$ cat src/logic/cfr_pkg.sv
package cfr_pkg;

    localparam int GPR_COUNT = 32;
    localparam int GPR_AW = 5;
    localparam int STK_W = 11;

    // Core register map in data space; I/O space sits 0x20 lower
    localparam logic [15:0] IO_TO_DS_OFS = 16'h0020;
    localparam logic [15:0] GPR_LAST_ADDR = 16'h001f;
    localparam logic [15:0] STACK_LOW_ADDR = 16'h005d;
    localparam logic [15:0] STACK_HIGH_ADDR = 16'h005e;
    localparam logic [15:0] FLAGS_ADDR = 16'h005f;

    localparam logic [7:0] FLAGS_RST = 8'h00;
    localparam logic [7:0] GPR_RST = 8'h00;
    localparam int FLAG_I = 7;
    localparam int FLAG_T = 6;
    localparam int FLAG_H = 5;
    localparam int FLAG_S = 4;
    localparam int FLAG_V = 3;
    localparam int FLAG_N = 2;
    localparam int FLAG_Z = 1;
    localparam int FLAG_C = 0;

    // Arbitrary default; the real figure depends on the SRAM fitted
    localparam logic [STK_W-1:0] LAST_RAM_ADDRESS = 11'h7ff;
    localparam logic [STK_W-1:0] STK_STEP_BYTE = 11'h001;
    localparam logic [STK_W-1:0] STK_STEP_RETURN = 11'h002;
    localparam int STK_HIGH_BITS = 3;

    // Pairs 13, 14, 15 hold the three pointers (registers 26..31)
    localparam logic [3:0] PTR_BASE_PAIR = 4'hd;

    typedef enum logic [2:0] {STK_HOLD, STK_PUSH1, STK_POP1, STK_PUSH2, STK_POP2} cfr_stk_op_t;
    typedef enum logic [1:0] {PTR_PLAIN, PTR_POSTINC, PTR_PREDEC, PTR_DISP} cfr_ptr_mode_t;

    typedef struct packed {logic en; logic [GPR_AW-1:0] addr; logic [7:0] data;} cfr_wr8_t;
    typedef struct packed {logic en; logic [GPR_AW-2:0] pair; logic [15:0] data;} cfr_wr16_t;
    typedef struct packed {
        logic en; logic wide; logic [15:0] result; logic c; logic h; logic v;
        logic upd_h; logic upd_v; logic upd_n; logic upd_z; logic upd_c;
    } cfr_alu_upd_t;
    typedef struct packed {logic store; logic load; logic [GPR_AW-1:0] addr; logic [2:0] sel;} cfr_bit_op_t;
    typedef struct packed {logic en; logic [1:0] sel; cfr_ptr_mode_t mode; logic [5:0] disp;} cfr_ptr_req_t;
    typedef struct packed {logic rd; logic wr; logic io_space; logic [15:0] addr; logic [7:0] wdata;} cfr_acc_t;

endpackage : cfr_pkg

$ cat src/logic/cfr_core_state.sv
module cfr_core_state #(
    parameter logic [cfr_pkg::STK_W-1:0] LAST_RAM_ADDRESS = cfr_pkg::LAST_RAM_ADDRESS
) (
    input wire logic core_clk,
    input wire logic rst_n,
    input wire logic [cfr_pkg::GPR_AW-1:0] rd_a_addr,
    input wire logic [cfr_pkg::GPR_AW-1:0] rd_b_addr,
    input wire logic [cfr_pkg::GPR_AW-2:0] rd_w_pair,
    output logic [7:0] rd_a_q,
    output logic [7:0] rd_b_q,
    output logic [15:0] rd_w_q,
    input cfr_pkg::cfr_wr8_t wr8,
    input cfr_pkg::cfr_wr16_t wr16,
    input cfr_pkg::cfr_alu_upd_t alu_upd,
    input cfr_pkg::cfr_bit_op_t bit_op,
    input cfr_pkg::cfr_ptr_req_t ptr_req,
    output logic [15:0] ptr_addr_q,
    output logic ptr_valid_q,
    input cfr_pkg::cfr_acc_t acc,
    output logic [7:0] acc_rdata_q,
    output logic acc_hit_q,
    input wire logic set_gie,
    input wire logic clr_gie,
    input wire logic int_enter,
    input wire logic interrupt_return_op,
    input wire logic sub_call,
    input wire logic sub_return,
    input wire logic push_byte,
    input wire logic pop_byte,
    input wire logic int_req,
    output logic int_grant_q,
    output logic [7:0] processor_flags_q,
    output logic [cfr_pkg::STK_W-1:0] stack_top_pointer_q
);

    logic [cfr_pkg::GPR_COUNT-1:0][7:0] gpr;
    logic [15:0] acc_addr;
    logic acc_is_gpr;
    logic hit_low;
    logic hit_high;
    logic hit_flags;
    logic [7:0] acc_read_val;
    logic bit_val;
    logic [7:0] bit_load_val;
    logic w8_en;
    logic [cfr_pkg::GPR_AW-1:0] w8_addr;
    logic [7:0] w8_data;
    logic w16_en;
    logic [cfr_pkg::GPR_AW-2:0] w16_pair;
    logic [15:0] w16_data;
    logic [cfr_pkg::GPR_AW-2:0] ptr_pair;
    logic [15:0] ptr_val;
    logic [15:0] ptr_next;
    logic [15:0] ptr_eff;
    logic ptr_wb;
    logic [7:0] processor_flags_d;
    logic alu_neg;
    logic alu_zero;
    cfr_pkg::cfr_stk_op_t stk_op;

    // Address decode; I/O space is folded onto data space
    always_comb
    begin
        if (acc.io_space)
        begin
            acc_addr = {10'h000, acc.addr[5:0]} + cfr_pkg::IO_TO_DS_OFS;
        end
        else
        begin
            acc_addr = acc.addr;
        end
    end

    assign acc_is_gpr = (acc_addr <= cfr_pkg::GPR_LAST_ADDR);
    assign hit_low = (acc_addr == cfr_pkg::STACK_LOW_ADDR);
    assign hit_high = (acc_addr == cfr_pkg::STACK_HIGH_ADDR);
    assign hit_flags = (acc_addr == cfr_pkg::FLAGS_ADDR);

    always_comb
    begin
        acc_read_val = 8'h00;
        if (acc_is_gpr)
        begin
            acc_read_val = gpr[acc_addr[cfr_pkg::GPR_AW-1:0]];
        end
        else if (hit_low)
        begin
            acc_read_val = stack_top_pointer_q[7:0];
        end
        else if (hit_high)
        begin
            acc_read_val = {5'h00, stack_top_pointer_q[cfr_pkg::STK_W-1:8]};
        end
        else if (hit_flags)
        begin
            acc_read_val = processor_flags_q;
        end
    end

    // Bit copy between a register and the copy-storage flag
    assign bit_val = gpr[bit_op.addr][bit_op.sel];

    always_comb
    begin
        bit_load_val = gpr[bit_op.addr];
        bit_load_val[bit_op.sel] = processor_flags_q[cfr_pkg::FLAG_T];
    end

    // Single 8-bit write port: result write first, then bit load, then data space
    always_comb
    begin
        w8_en = 1'b0;
        w8_addr = wr8.addr;
        w8_data = wr8.data;
        if (wr8.en)
        begin
            w8_en = 1'b1;
        end
        else if (bit_op.load)
        begin
            w8_en = 1'b1;
            w8_addr = bit_op.addr;
            w8_data = bit_load_val;
        end
        else if (acc.wr && acc_is_gpr)
        begin
            w8_en = 1'b1;
            w8_addr = acc_addr[cfr_pkg::GPR_AW-1:0];
            w8_data = acc.wdata;
        end
    end

    // Pointer pairs and their addressing modes
    assign ptr_pair = cfr_pkg::PTR_BASE_PAIR + {2'b00, ptr_req.sel};
    assign ptr_val = {gpr[{ptr_pair, 1'b1}], gpr[{ptr_pair, 1'b0}]};

    always_comb
    begin
        ptr_next = ptr_val;
        ptr_eff = ptr_val;
        ptr_wb = 1'b0;
        case (ptr_req.mode)
            cfr_pkg::PTR_POSTINC:
            begin
                ptr_next = ptr_val + 16'h0001;
                ptr_wb = ptr_req.en;
            end
            cfr_pkg::PTR_PREDEC:
            begin
                ptr_next = ptr_val - 16'h0001;
                ptr_eff = ptr_next;
                ptr_wb = ptr_req.en;
            end
            cfr_pkg::PTR_DISP:
            begin
                ptr_eff = ptr_val + {10'h000, ptr_req.disp};
            end
            default:
            begin
                ptr_eff = ptr_val;
            end
        endcase
    end

    // Pointer write-back owns the 16-bit port in its cycle
    always_comb
    begin
        if (ptr_wb)
        begin
            w16_en = 1'b1;
            w16_pair = ptr_pair;
            w16_data = ptr_next;
        end
        else
        begin
            w16_en = wr16.en;
            w16_pair = wr16.pair;
            w16_data = wr16.data;
        end
    end

    cfr_gpr_file #(
        .COUNT(cfr_pkg::GPR_COUNT),
        .AW(cfr_pkg::GPR_AW)
    ) u_gpr (
        .core_clk(core_clk),
        .rst_n(rst_n),
        .we8(w8_en),
        .wa8(w8_addr),
        .wd8(w8_data),
        .we16(w16_en),
        .wa16(w16_pair),
        .wd16(w16_data),
        .regs_q(gpr)
    );

    // Read ports show the value before any write in the same cycle
    always_ff @(posedge core_clk or negedge rst_n)
    begin
        if (!rst_n)
        begin
            rd_a_q <= 8'h00;
            rd_b_q <= 8'h00;
            rd_w_q <= 16'h0000;
        end
        else
        begin
            rd_a_q <= gpr[rd_a_addr];
            rd_b_q <= gpr[rd_b_addr];
            rd_w_q <= {gpr[{rd_w_pair, 1'b1}], gpr[{rd_w_pair, 1'b0}]};
        end
    end

    always_ff @(posedge core_clk or negedge rst_n)
    begin
        if (!rst_n)
        begin
            ptr_addr_q <= 16'h0000;
            ptr_valid_q <= 1'b0;
        end
        else
        begin
            ptr_addr_q <= ptr_eff;
            ptr_valid_q <= ptr_req.en;
        end
    end

    always_ff @(posedge core_clk or negedge rst_n)
    begin
        if (!rst_n)
        begin
            acc_rdata_q <= 8'h00;
            acc_hit_q <= 1'b0;
        end
        else
        begin
            acc_rdata_q <= acc.rd ? acc_read_val : 8'h00;
            acc_hit_q <= acc.rd && (acc_is_gpr || hit_low || hit_high || hit_flags);
        end
    end

    // Flags
    assign alu_neg = alu_upd.wide ? alu_upd.result[15] : alu_upd.result[7];
    assign alu_zero = alu_upd.wide ? (alu_upd.result == 16'h0000) : (alu_upd.result[7:0] == 8'h00);

    always_comb
    begin
        processor_flags_d = processor_flags_q;
        if (acc.wr && hit_flags)
        begin
            processor_flags_d = acc.wdata;
        end
        if (alu_upd.en)
        begin
            if (alu_upd.upd_h)
            begin
                processor_flags_d[cfr_pkg::FLAG_H] = alu_upd.h;
            end
            if (alu_upd.upd_v)
            begin
                processor_flags_d[cfr_pkg::FLAG_V] = alu_upd.v;
            end
            if (alu_upd.upd_n)
            begin
                processor_flags_d[cfr_pkg::FLAG_N] = alu_neg;
            end
            if (alu_upd.upd_z)
            begin
                processor_flags_d[cfr_pkg::FLAG_Z] = alu_zero;
            end
            if (alu_upd.upd_c)
            begin
                processor_flags_d[cfr_pkg::FLAG_C] = alu_upd.c;
            end
        end
        if (bit_op.store)
        begin
            processor_flags_d[cfr_pkg::FLAG_T] = bit_val;
        end
        if (set_gie || interrupt_return_op)
        begin
            processor_flags_d[cfr_pkg::FLAG_I] = 1'b1;
        end
        // Clear beats set so an entry never leaves interrupts open
        if (clr_gie || int_enter)
        begin
            processor_flags_d[cfr_pkg::FLAG_I] = 1'b0;
        end
        // Written values cannot break the sign relation either
        processor_flags_d[cfr_pkg::FLAG_S] =
            processor_flags_d[cfr_pkg::FLAG_N] ^ processor_flags_d[cfr_pkg::FLAG_V];
    end

    // Entry and return touch only the enable bit; the rest stays as software left it
    always_ff @(posedge core_clk or negedge rst_n)
    begin
        if (!rst_n)
        begin
            processor_flags_q <= cfr_pkg::FLAGS_RST;
        end
        else
        begin
            processor_flags_q <= processor_flags_d;
        end
    end

    // A clear in the same cycle already blocks the grant
    always_ff @(posedge core_clk or negedge rst_n)
    begin
        if (!rst_n)
        begin
            int_grant_q <= 1'b0;
        end
        else
        begin
            int_grant_q <= int_req && processor_flags_q[cfr_pkg::FLAG_I] && !clr_gie && !int_enter;
        end
    end

    // Stack pointer steps
    always_comb
    begin
        if (int_enter || sub_call)
        begin
            stk_op = cfr_pkg::STK_PUSH2;
        end
        else if (interrupt_return_op || sub_return)
        begin
            stk_op = cfr_pkg::STK_POP2;
        end
        else if (push_byte)
        begin
            stk_op = cfr_pkg::STK_PUSH1;
        end
        else if (pop_byte)
        begin
            stk_op = cfr_pkg::STK_POP1;
        end
        else
        begin
            stk_op = cfr_pkg::STK_HOLD;
        end
    end

    cfr_stack_top #(
        .RESET_VALUE(LAST_RAM_ADDRESS)
    ) u_stack (
        .core_clk(core_clk),
        .rst_n(rst_n),
        .ld_low(acc.wr && hit_low),
        .ld_high(acc.wr && hit_high),
        .ld_data(acc.wdata),
        .op(stk_op),
        .ptr_q(stack_top_pointer_q)
    );

endmodule : cfr_core_state

$ cat src/logic/cfr_gpr_file.sv
module cfr_gpr_file #(
    parameter int COUNT = cfr_pkg::GPR_COUNT,
    parameter int AW = cfr_pkg::GPR_AW
) (
    input wire logic core_clk,
    input wire logic rst_n,
    input wire logic we8,
    input wire logic [AW-1:0] wa8,
    input wire logic [7:0] wd8,
    input wire logic we16,
    input wire logic [AW-2:0] wa16,
    input wire logic [15:0] wd16,
    output logic [COUNT-1:0][7:0] regs_q
);

    for (genvar i = 0; i < COUNT; i++)
    begin : g_entry
        localparam logic [AW-1:0] IDX = AW'(i);
        always_ff @(posedge core_clk or negedge rst_n)
        begin
            if (!rst_n)
            begin
                regs_q[i] <= cfr_pkg::GPR_RST;
            end
            else if (we16 && wa16 == IDX[AW-1:1])
            begin
                regs_q[i] <= IDX[0] ? wd16[15:8] : wd16[7:0];
            end
            else if (we8 && wa8 == IDX)
            begin
                regs_q[i] <= wd8;
            end
        end
    end

endmodule : cfr_gpr_file

$ cat src/logic/cfr_stack_top.sv
module cfr_stack_top #(
    parameter logic [cfr_pkg::STK_W-1:0] RESET_VALUE = cfr_pkg::LAST_RAM_ADDRESS
) (
    input wire logic core_clk,
    input wire logic rst_n,
    input wire logic ld_low,
    input wire logic ld_high,
    input wire logic [7:0] ld_data,
    input cfr_pkg::cfr_stk_op_t op,
    output logic [cfr_pkg::STK_W-1:0] ptr_q
);

    always_ff @(posedge core_clk or negedge rst_n)
    begin
        if (!rst_n)
        begin
            ptr_q <= RESET_VALUE;
        end
        else if (ld_low)
        begin
            ptr_q[7:0] <= ld_data;
        end
        else if (ld_high)
        begin
            ptr_q[cfr_pkg::STK_W-1:8] <= ld_data[cfr_pkg::STK_HIGH_BITS-1:0];
        end
        else
        begin
            // Downward growth: pushes lower the pointer
            case (op)
                cfr_pkg::STK_PUSH1: ptr_q <= ptr_q - cfr_pkg::STK_STEP_BYTE;
                cfr_pkg::STK_POP1: ptr_q <= ptr_q + cfr_pkg::STK_STEP_BYTE;
                cfr_pkg::STK_PUSH2: ptr_q <= ptr_q - cfr_pkg::STK_STEP_RETURN;
                cfr_pkg::STK_POP2: ptr_q <= ptr_q + cfr_pkg::STK_STEP_RETURN;
                default: ptr_q <= ptr_q;
            endcase
        end
    end

endmodule : cfr_stack_top
$ cat config.mk
export PLATFORM = sky130hd
export DESIGN_NAME = cfr_core_state
export DESIGN_NICKNAME = d
export VERILOG_FILES = /design/src/logic/cfr_pkg.sv /design/src/logic/cfr_core_state.sv /design/src/logic/cfr_gpr_file.sv /design/src/logic/cfr_stack_top.sv
export SDC_FILE = /design/constraint.sdc
export NUM_CORES = 1
export LEC_CHECK = 0
export BUFFER_PORTS_ARGS = -buffer_cell sky130_fd_sc_hd__buf_4
export CORE_MARGIN = 5
export CORE_UTILIZATION = 54
export CTS_BUF_LIST = sky130_fd_sc_hd__clkbuf_4
export CTS_CLUSTER_SIZE = 10
export DETAILED_ROUTE_END_ITERATION = 7
export PLACE_DENSITY = 0.7
export SLEW_MARGIN = 10
export SYNTH_ARGS = -nofsm -noshare
export SYNTH_HDL_FRONTEND = slang
export SYNTH_SLANG_ARGS = --single-unit
$ cat constraint.sdc
create_clock -name core_clk -period 3.75 [get_ports core_clk]
set_input_delay 0.75 -clock core_clk [delete_from_list [all_inputs] [get_ports core_clk]]
set_output_delay 0.75 -clock core_clk [all_outputs]
set_load 0.1 [all_outputs]
### Word-level counts from Yosys, hierarchy flattened

Index checks and enable logic that the tools add are counted.
Widths: inputs -> output; s select.

* ROM bits: 0
* bits in writable memories: 0
* input bits: 134
* latch bits: 0
* output and inout bits: 78
* word-level logic and storage cells: 360
* register bits after elaboration: 334
* memories kept: 0

* multiply operators: 0
* add/sub/neg operators: 9
* bitwise operators: 2
* reductions and logical operators: 109
* multiplexer cells: 127
* shift-type cells: 0
* eq/ne operators: 57
* order comparisons: 11
* divide/modulo/power cells: 0

Operator list (number)
* $mux 8: 83
* $bmux 8 s5: 4
* $bmux 8 s4: 4
* $eq 5x5->1 const B: 16
* $reduce_bool 2->1: 33
* $pmux 16 s2: 2
* $logic_and 1x1->1: 57
* $eq 16x7->1 const B: 3
* $lt 5x6->1 const B: 8
* $pmux 11 s4: 1
* $eq 5x4->1 const B: 8
* $eq 4x4->1 const B: 8
* $mux 16: 2
* $eq 5x3->1 const B: 4
* $mux 1: 18
* $add 16x1->16 const B: 1
* $add 16x6->16: 1
* $eq 4x3->1 const B: 4
* $le 16x5->1 const B: 1
* $logic_not 16->1: 1
* $sub 16x1->16 const B: 1
* $mux 5: 3
* $add 11x1->11 const B: 1
* $add 11x2->11 const B: 1
* 33 further kinds: 50

### Logic depth before layout (Yosys ltp)

* depth in word-level cells: 11
* mapped depth: 18

### Modules after synthesis

From an unflattened synthesis, not the netlist that was laid out.

* cell total of the unflattened synthesis: 2987
* area total of the unflattened synthesis: 30010.0 um^2

Modules (own cells, without submodules)
* cfr_core_state: area each 15396.0 um^2, sequential area each 1676.6 um^2, cells each 1218, times used 1
* cfr_gpr_file: area each 13188.9 um^2, sequential area each 6406.1 um^2, cells each 1594, times used 1
* cfr_stack_top: area each 1425.1 um^2, sequential area each 289.0 um^2, cells each 175, times used 1

### Least setup slack after synthesis

OpenSTA, ideal clock, no wires.

* kind: input port to flip-flop
* from: in ptr_req[8] (netlist bit)
* to: reg ptr_addr_q[12]
* path slack: -0.703 ns
* cell stages on the path: 17
* arrival: 4.327 ns
* data required time: 3.624 ns
* path through: ha_1 buf_6 buf_6 buf_6 mux4_2 mux2i_1 inv_2 ha_1 fa_1 a21o_1 a21oi_1 o21bai_1 a21oi_1 or2_2 nor3_1 xnor2_1 a221o_1

* longest elaborated chain between the ends: 5
* elaborated cells on any way between the ends: 8

Ends and longest elaborated chain
* start, declared: line cfr_core_state.sv:16 `input cfr_pkg::cfr_ptr_req_t ptr_req,`
* $add 3x3->4 *: line cfr_core_state.sv:134 `assign ptr_pair = cfr_pkg::PTR_BASE_PAIR + {2'b00, ptr_req.sel};`
* $bmux 8 s4: line cfr_core_state.sv:135 `assign ptr_val = {gpr[{ptr_pair, 1'b1}], gpr[{ptr_pair, 1'b0}]};`
* $mux 8 (implied by the code): line cfr_core_state.sv:135
* $add 16x6->16 / $sub 16x1->16 (equally long branches): line cfr_core_state.sv:156, cfr_core_state.sv:150
* $pmux 16 s2 *: line cfr_core_state.sv:142 `case (ptr_req.mode)`
* net ptr_eff[12]: line cfr_core_state.sv:54 `logic [15:0] ptr_eff;`
* end signal, assigned: line cfr_core_state.sv:223 `ptr_addr_q <= ptr_eff;`
* end, declared: line cfr_core_state.sv:17 `output logic [15:0] ptr_addr_q,`

Mark *: on every way through the listed nets, which the timed path passes. The rest lies on a longest branch. The select of a mux whose other input is x is not followed.
A chain may end at the register's enable or synchronous reset.

### Final worst setup path

* from: in int_enter
* to: reg u_stack.ptr_q[10] (netlist bit)

* longest elaborated chain between the ends: 5
* elaborated cells on any way between the ends: 10

Ends and longest elaborated chain
* start, declared: line cfr_core_state.sv:24 `input wire logic int_enter,`
* $logic_or 1x1->1 *: line cfr_core_state.sv:323 `if (int_enter || sub_call)`
* $mux 3 *: line cfr_core_state.sv:323
* $eq 3x3->1, or another cell as far along: line cfr_stack_top.sv:30 `case (op)`
* $pmux 11 s4 / $reduce_bool 5->1 (equally long branches)
* $mux 3 / $reduce_and 2->1 (equally long branches)
* end signal, assigned by index: line cfr_stack_top.sv:25 `ptr_q[cfr_pkg::STK_W-1:8] <= ld_data[cfr_pkg::STK_HIGH_BITS-1:0];`
* end signal, assigned: line cfr_stack_top.sv:31 `cfr_pkg::STK_PUSH1: ptr_q <= ptr_q - cfr_pkg::STK_STEP_BYTE;`
* end signal, assigned: line cfr_stack_top.sv:32 `cfr_pkg::STK_POP1: ptr_q <= ptr_q + cfr_pkg::STK_STEP_BYTE;`
* end, declared: line cfr_stack_top.sv:10 `output logic [cfr_pkg::STK_W-1:0] ptr_q`

Mark *: on every way between the ends. The rest lies on a longest branch, timed or not.

==> impl_metrics.toml <==
[outcome]
run_status = "finished, final reports clean"

[sta]
timing.fmax_ghz = 0.3032
maxSlewHeadroom_pct = 26.82
finalSetupViolCount = 0
finalCritPeriodShare_pct = 87.96
grt_setup_unrepaired = "no"
final_setup_slack_of_the_worst_path_ns = 0.4516
layout_min_cycle_time_ns = 3.298
finalMaxSlewViolations = 0
count_of_final_hold_check_violations = 0
worstMarginPinSlew_ns = 1.098
finClkSkew_ns = 0.08123

[finish]
layout.cells.most_common_list = "sky130_fd_sc_hd__buf_4, sky130_fd_sc_hd__mux2i_1, sky130_fd_sc_hd__mux4_2"
final_net_count = 2966
post_route_cells_drive_above_1_share_pct = 41.40
layout_commonest_cell = "sky130_fd_sc_hd__buf_4"
area_overhead_vs_synth_pct = 19.73

[die]
start_util_pct = 54.64
die_w_um = 240.8
placement_rows = 84
top_level_ports = 212
floorplan_die_area_um2 = 57990
placeableCoreArea_um2 = 52660
chipHeight_um = 240.8

[placed_design]
detailed_place_hpwl_mm = 90.10
globalplace.congestion = 1.025
pre_cts_ws_ns = -0.3248
placement.io_buffers = 211

[global_route]
grtUsageTotal_pct = 41.52
grt_pass1_wl_mm = 176.8
grt_antenna_before_repair = 4
globalRouteOverflowTotal = 0
first_global_vias = 26111
largest_net_degree_at_the_start_of_global_routing = 75

[worst_setup_path]
critPathCaptureType = "flop"
crit_fanout = 4
worstSetupPathType = "input pin to flop"
critical_path.most_common_cell = "sky130_fd_sc_hd__o21ai_0"
crit-reg2reg-launch = "u_gpr.regs_q[195]"
worstSetupStartpointType = "input pin"
crit_chain = "dlygate4sd3_1 > buf_4 > nor4_2 > nand3b_1 > fa_1 > a21oi_1 > o211ai_1 > o41ai_1 > o21ai_0 > xnor2_1 > o21ai_0 > o22ai_1 > o21ai_0"
setup.reg_to_reg.worst_slack_ns = 0.49
path_buf_inv = 2
timing.critical_path.arrival_ns = 4.11
slowest_stage_delay_on_critical_path_ns = 0.53
reg2reg_depth = 9
crit_required_ns = 4.56
critical-path-top-delay-family = "compound AO/OA/AOI/OAI gates"
endpoint_of_the_lowest_slack_register_to_register_path = "u_gpr.regs_q[3]"
critical_path.slowest_cell = "sky130_fd_sc_hd__dlygate4sd3_1"

[route]
routed_wl_mm = 121.8
detailroute.via_count = 26422
post_dr_wirelength_cell_um = 34.27
ant_nets = 0
dr.pass1.iters = 6
detail_route.drc_violations = 0
routed_via_density = 7.432
drtIter0Drc = 3690

[pwr]
power-per-cell-area_nw_per_um2 = 730.3
power_leakage_nw = 14.19
ir_worst_vdd_uv = 706.5
total_power_w = 0.02516

[synthesis]
netlist-cell-type-count = 84
synth_mux_area_share_pct = 47.64
syn-mean-instance-area_um2 = 12.01
synthAdderAreaFrac_pct = 1.470
synth_xor_xnor_area_share_pct = 1.218
mappedNetlistArea_um2 = 28770
synth-edff-count = 0
yosys_warnings = 0
synth_sequential_area_ratio_pct = 29.10
yosysTopAreaCellShare_pct = 31.63
synth_seq_cells = 334
ys_top_cells_by_area = "sky130_fd_sc_hd__mux4_2, sky130_fd_sc_hd__dfrtp_1, sky130_fd_sc_hd__mux2i_1, sky130_fd_sc_hd__nand2_1, sky130_fd_sc_hd__clkbuf_1"
compound_cell_area_share_of_the_yosys_netlist_pct = 8.885
synth_top_family_by_area = "multiplexers"
cell_type_with_the_largest_total_area_after_synthesis = "sky130_fd_sc_hd__mux4_2"
synth_simple_gate_area_share_pct = 8.272
synthArstFlopShare_pct = 100.0
netlist_instances = 2395
synth_flop_type = "sky130_fd_sc_hd__dfrtp_1"
mappedNetlistNets = 2561

[clocking]
cts-root-buf = "sky130_fd_sc_hd__clkbuf_4"
clock_sink_count = 334
post_cts_hold_buffer_count = 5
cts_max_level = 3
clock_tree_from_tritoncts = "built"
cts.path.max_buffers = 3
worst_setup_hold_path_clk_slew_ns = 0.08
cts_setup_buffers = 0
cts_buffers = 97
clock_latency_at_the_later_pin_of_the_worst_skew_pair_ns = 0.92
cts-resized-gates = 0

[min_path]
worstHoldPathType = "input pin to flop"
worst_hold_path.endpoint = "processor_flags_q[2]"
min_delay_path_depth = 2
timing.hold.worst.start = "alu_upd[2]"

[run]
drv_cap = 0
logic make-up after synthesis:
| kind of cell | after synthesis |
|---|---|
| AO/OA/AOI/OAI | 391 |
| XOR/XNOR | 40 |
| adder cells (fa/ha/maj) | 32 |
| buffers and inverters | 241 |
| flip-flops | 334 |
| multiplexers | 855 |
| AND/OR/NAND/NOR | 502 |
sequential cells by signal, summed over array words and instances, names as in the netlist:
name,flops
rd_b_q,8
rd_w_q,16
processor_flags_q,8
acc_rdata_q,8
u_stack.ptr_q,11
rd_a_q,8
acc_hit_q,1
ptr_valid_q,1
ptr_addr_q,16
u_gpr.regs_q,256
int_grant_q,1
metal layers:
| layer | share of wire, % | GRT usage [%] |
|---|---|---|
| met1 | 34 | 54.22 |
| met2 | 41 | 58.15 |
| met3 | 17 | 18.96 |
| met4 | 6.9 | 22.53 |
| met5 | 0.029 | 0 |
power by group:
group,total (W),internal (W),switching [W]
Sequential,0.00781,0.00514,0.00268
Clock,0.00341,0.00165,0.00176
Combinational,0.0139,0.00633,0.00760
worst reg2reg max path, stage by stage, from the launching register on:
cell and delay, ns:
sky130_fd_sc_hd__dfrtp_1 0.50, sky130_fd_sc_hd__mux4_2 0.56, sky130_fd_sc_hd__a22o_1 0.25, sky130_fd_sc_hd__a221oi_1 0.20, sky130_fd_sc_hd__o311ai_0 0.36, sky130_fd_sc_hd__buf_4 0.27, sky130_fd_sc_hd__o221a_2 0.28, sky130_fd_sc_hd__buf_12 0.17
sky130_fd_sc_hd__mux2_2 0.28, sky130_fd_sc_hd__mux2_2 0.26
how the worst max path moves through the flow:
stage / startpoint / to / cells after the start
CTS: u_gpr.regs_q[49] / ptr_addr_q[7] / 13
finish: int_enter / u_stack.ptr_q[10] / 13
floorplan: ptr_req[9] / ptr_addr_q[12] / 17
detailed placement: ptr_req[8] / u_gpr.regs_q[222] / 12
global route: int_enter / u_stack.ptr_q[10] / 13
global placement: ptr_req[8] / u_gpr.regs_q[254] / 12
final cells by class:
class                      instances  area, um^2
sequential                       334        8372
timing repair buffer             521        4407
fill                            4087       18210
clock inverter                    28       117.6
inverter                          26       98.84
tap                              688       860.8
antenna                            2       5.005
clock buffer                     136        1021
multi-input combinational       1820       19570
per-stage QoR:
| stage | setup TNS [ns] | cell area, um^2 | std cells | utilization [%] | hold WS (ns) |
|---|---|---|---|---|---|
| finish | 0 | 34450 | 3555 | 65.42 | 0.08644 |
| global route | 0 | 34440 | 3554 | 65.41 | 0.08199 |
| detailed placement | -22.24 | 33250 | 3384 | 63.15 | 0.5388 |
| CTS | 0 | 34440 | 3553 | 65.41 | 0.04438 |
| global placement | -17.69 | 33250 | 3384 | 63.15 | 0.5144 |
| floorplan | -2.308 | 28860 | 2395 | - | 0.4544 |
cell usage after synthesis (7+ instances only):
cell,n
sky130_fd_sc_hd__mux2i_1,409
sky130_fd_sc_hd__mux4_2,404
sky130_fd_sc_hd__dfrtp_1,323
sky130_fd_sc_hd__nand2_1,164
sky130_fd_sc_hd__clkbuf_1,145
sky130_fd_sc_hd__nor2_1,124
sky130_fd_sc_hd__o21ai_0,95
sky130_fd_sc_hd__a21oi_1,89
sky130_fd_sc_hd__nand3_1,42
sky130_fd_sc_hd__a22oi_1,39
sky130_fd_sc_hd__mux2_2,36
sky130_fd_sc_hd__buf_1,35
sky130_fd_sc_hd__nor3_1,34
sky130_fd_sc_hd__ha_1,29
sky130_fd_sc_hd__xnor2_1,29
sky130_fd_sc_hd__buf_2,26
sky130_fd_sc_hd__inv_1,24
sky130_fd_sc_hd__a31oi_1,18
sky130_fd_sc_hd__nor2_2,18
sky130_fd_sc_hd__o22ai_1,16
sky130_fd_sc_hd__nand2b_1,15
sky130_fd_sc_hd__nor2b_1,15
sky130_fd_sc_hd__nand4_1,14
sky130_fd_sc_hd__and2_1,13
sky130_fd_sc_hd__nor4_1,13
sky130_fd_sc_hd__a221o_1,12
sky130_fd_sc_hd__o21ai_1,12
sky130_fd_sc_hd__dfstp_2,11
sky130_fd_sc_hd__xor2_1,11
sky130_fd_sc_hd__and3_1,9
sky130_fd_sc_hd__or3_1,9
sky130_fd_sc_hd__a211oi_1,8
sky130_fd_sc_hd__nor3b_1,8
sky130_fd_sc_hd__o211ai_1,8
sky130_fd_sc_hd__o21a_1,8
sky130_fd_sc_hd__o21bai_1,7
sky130_fd_sc_hd__or2_2,7
No activity file was read; power rests on OpenSTA's default activity.
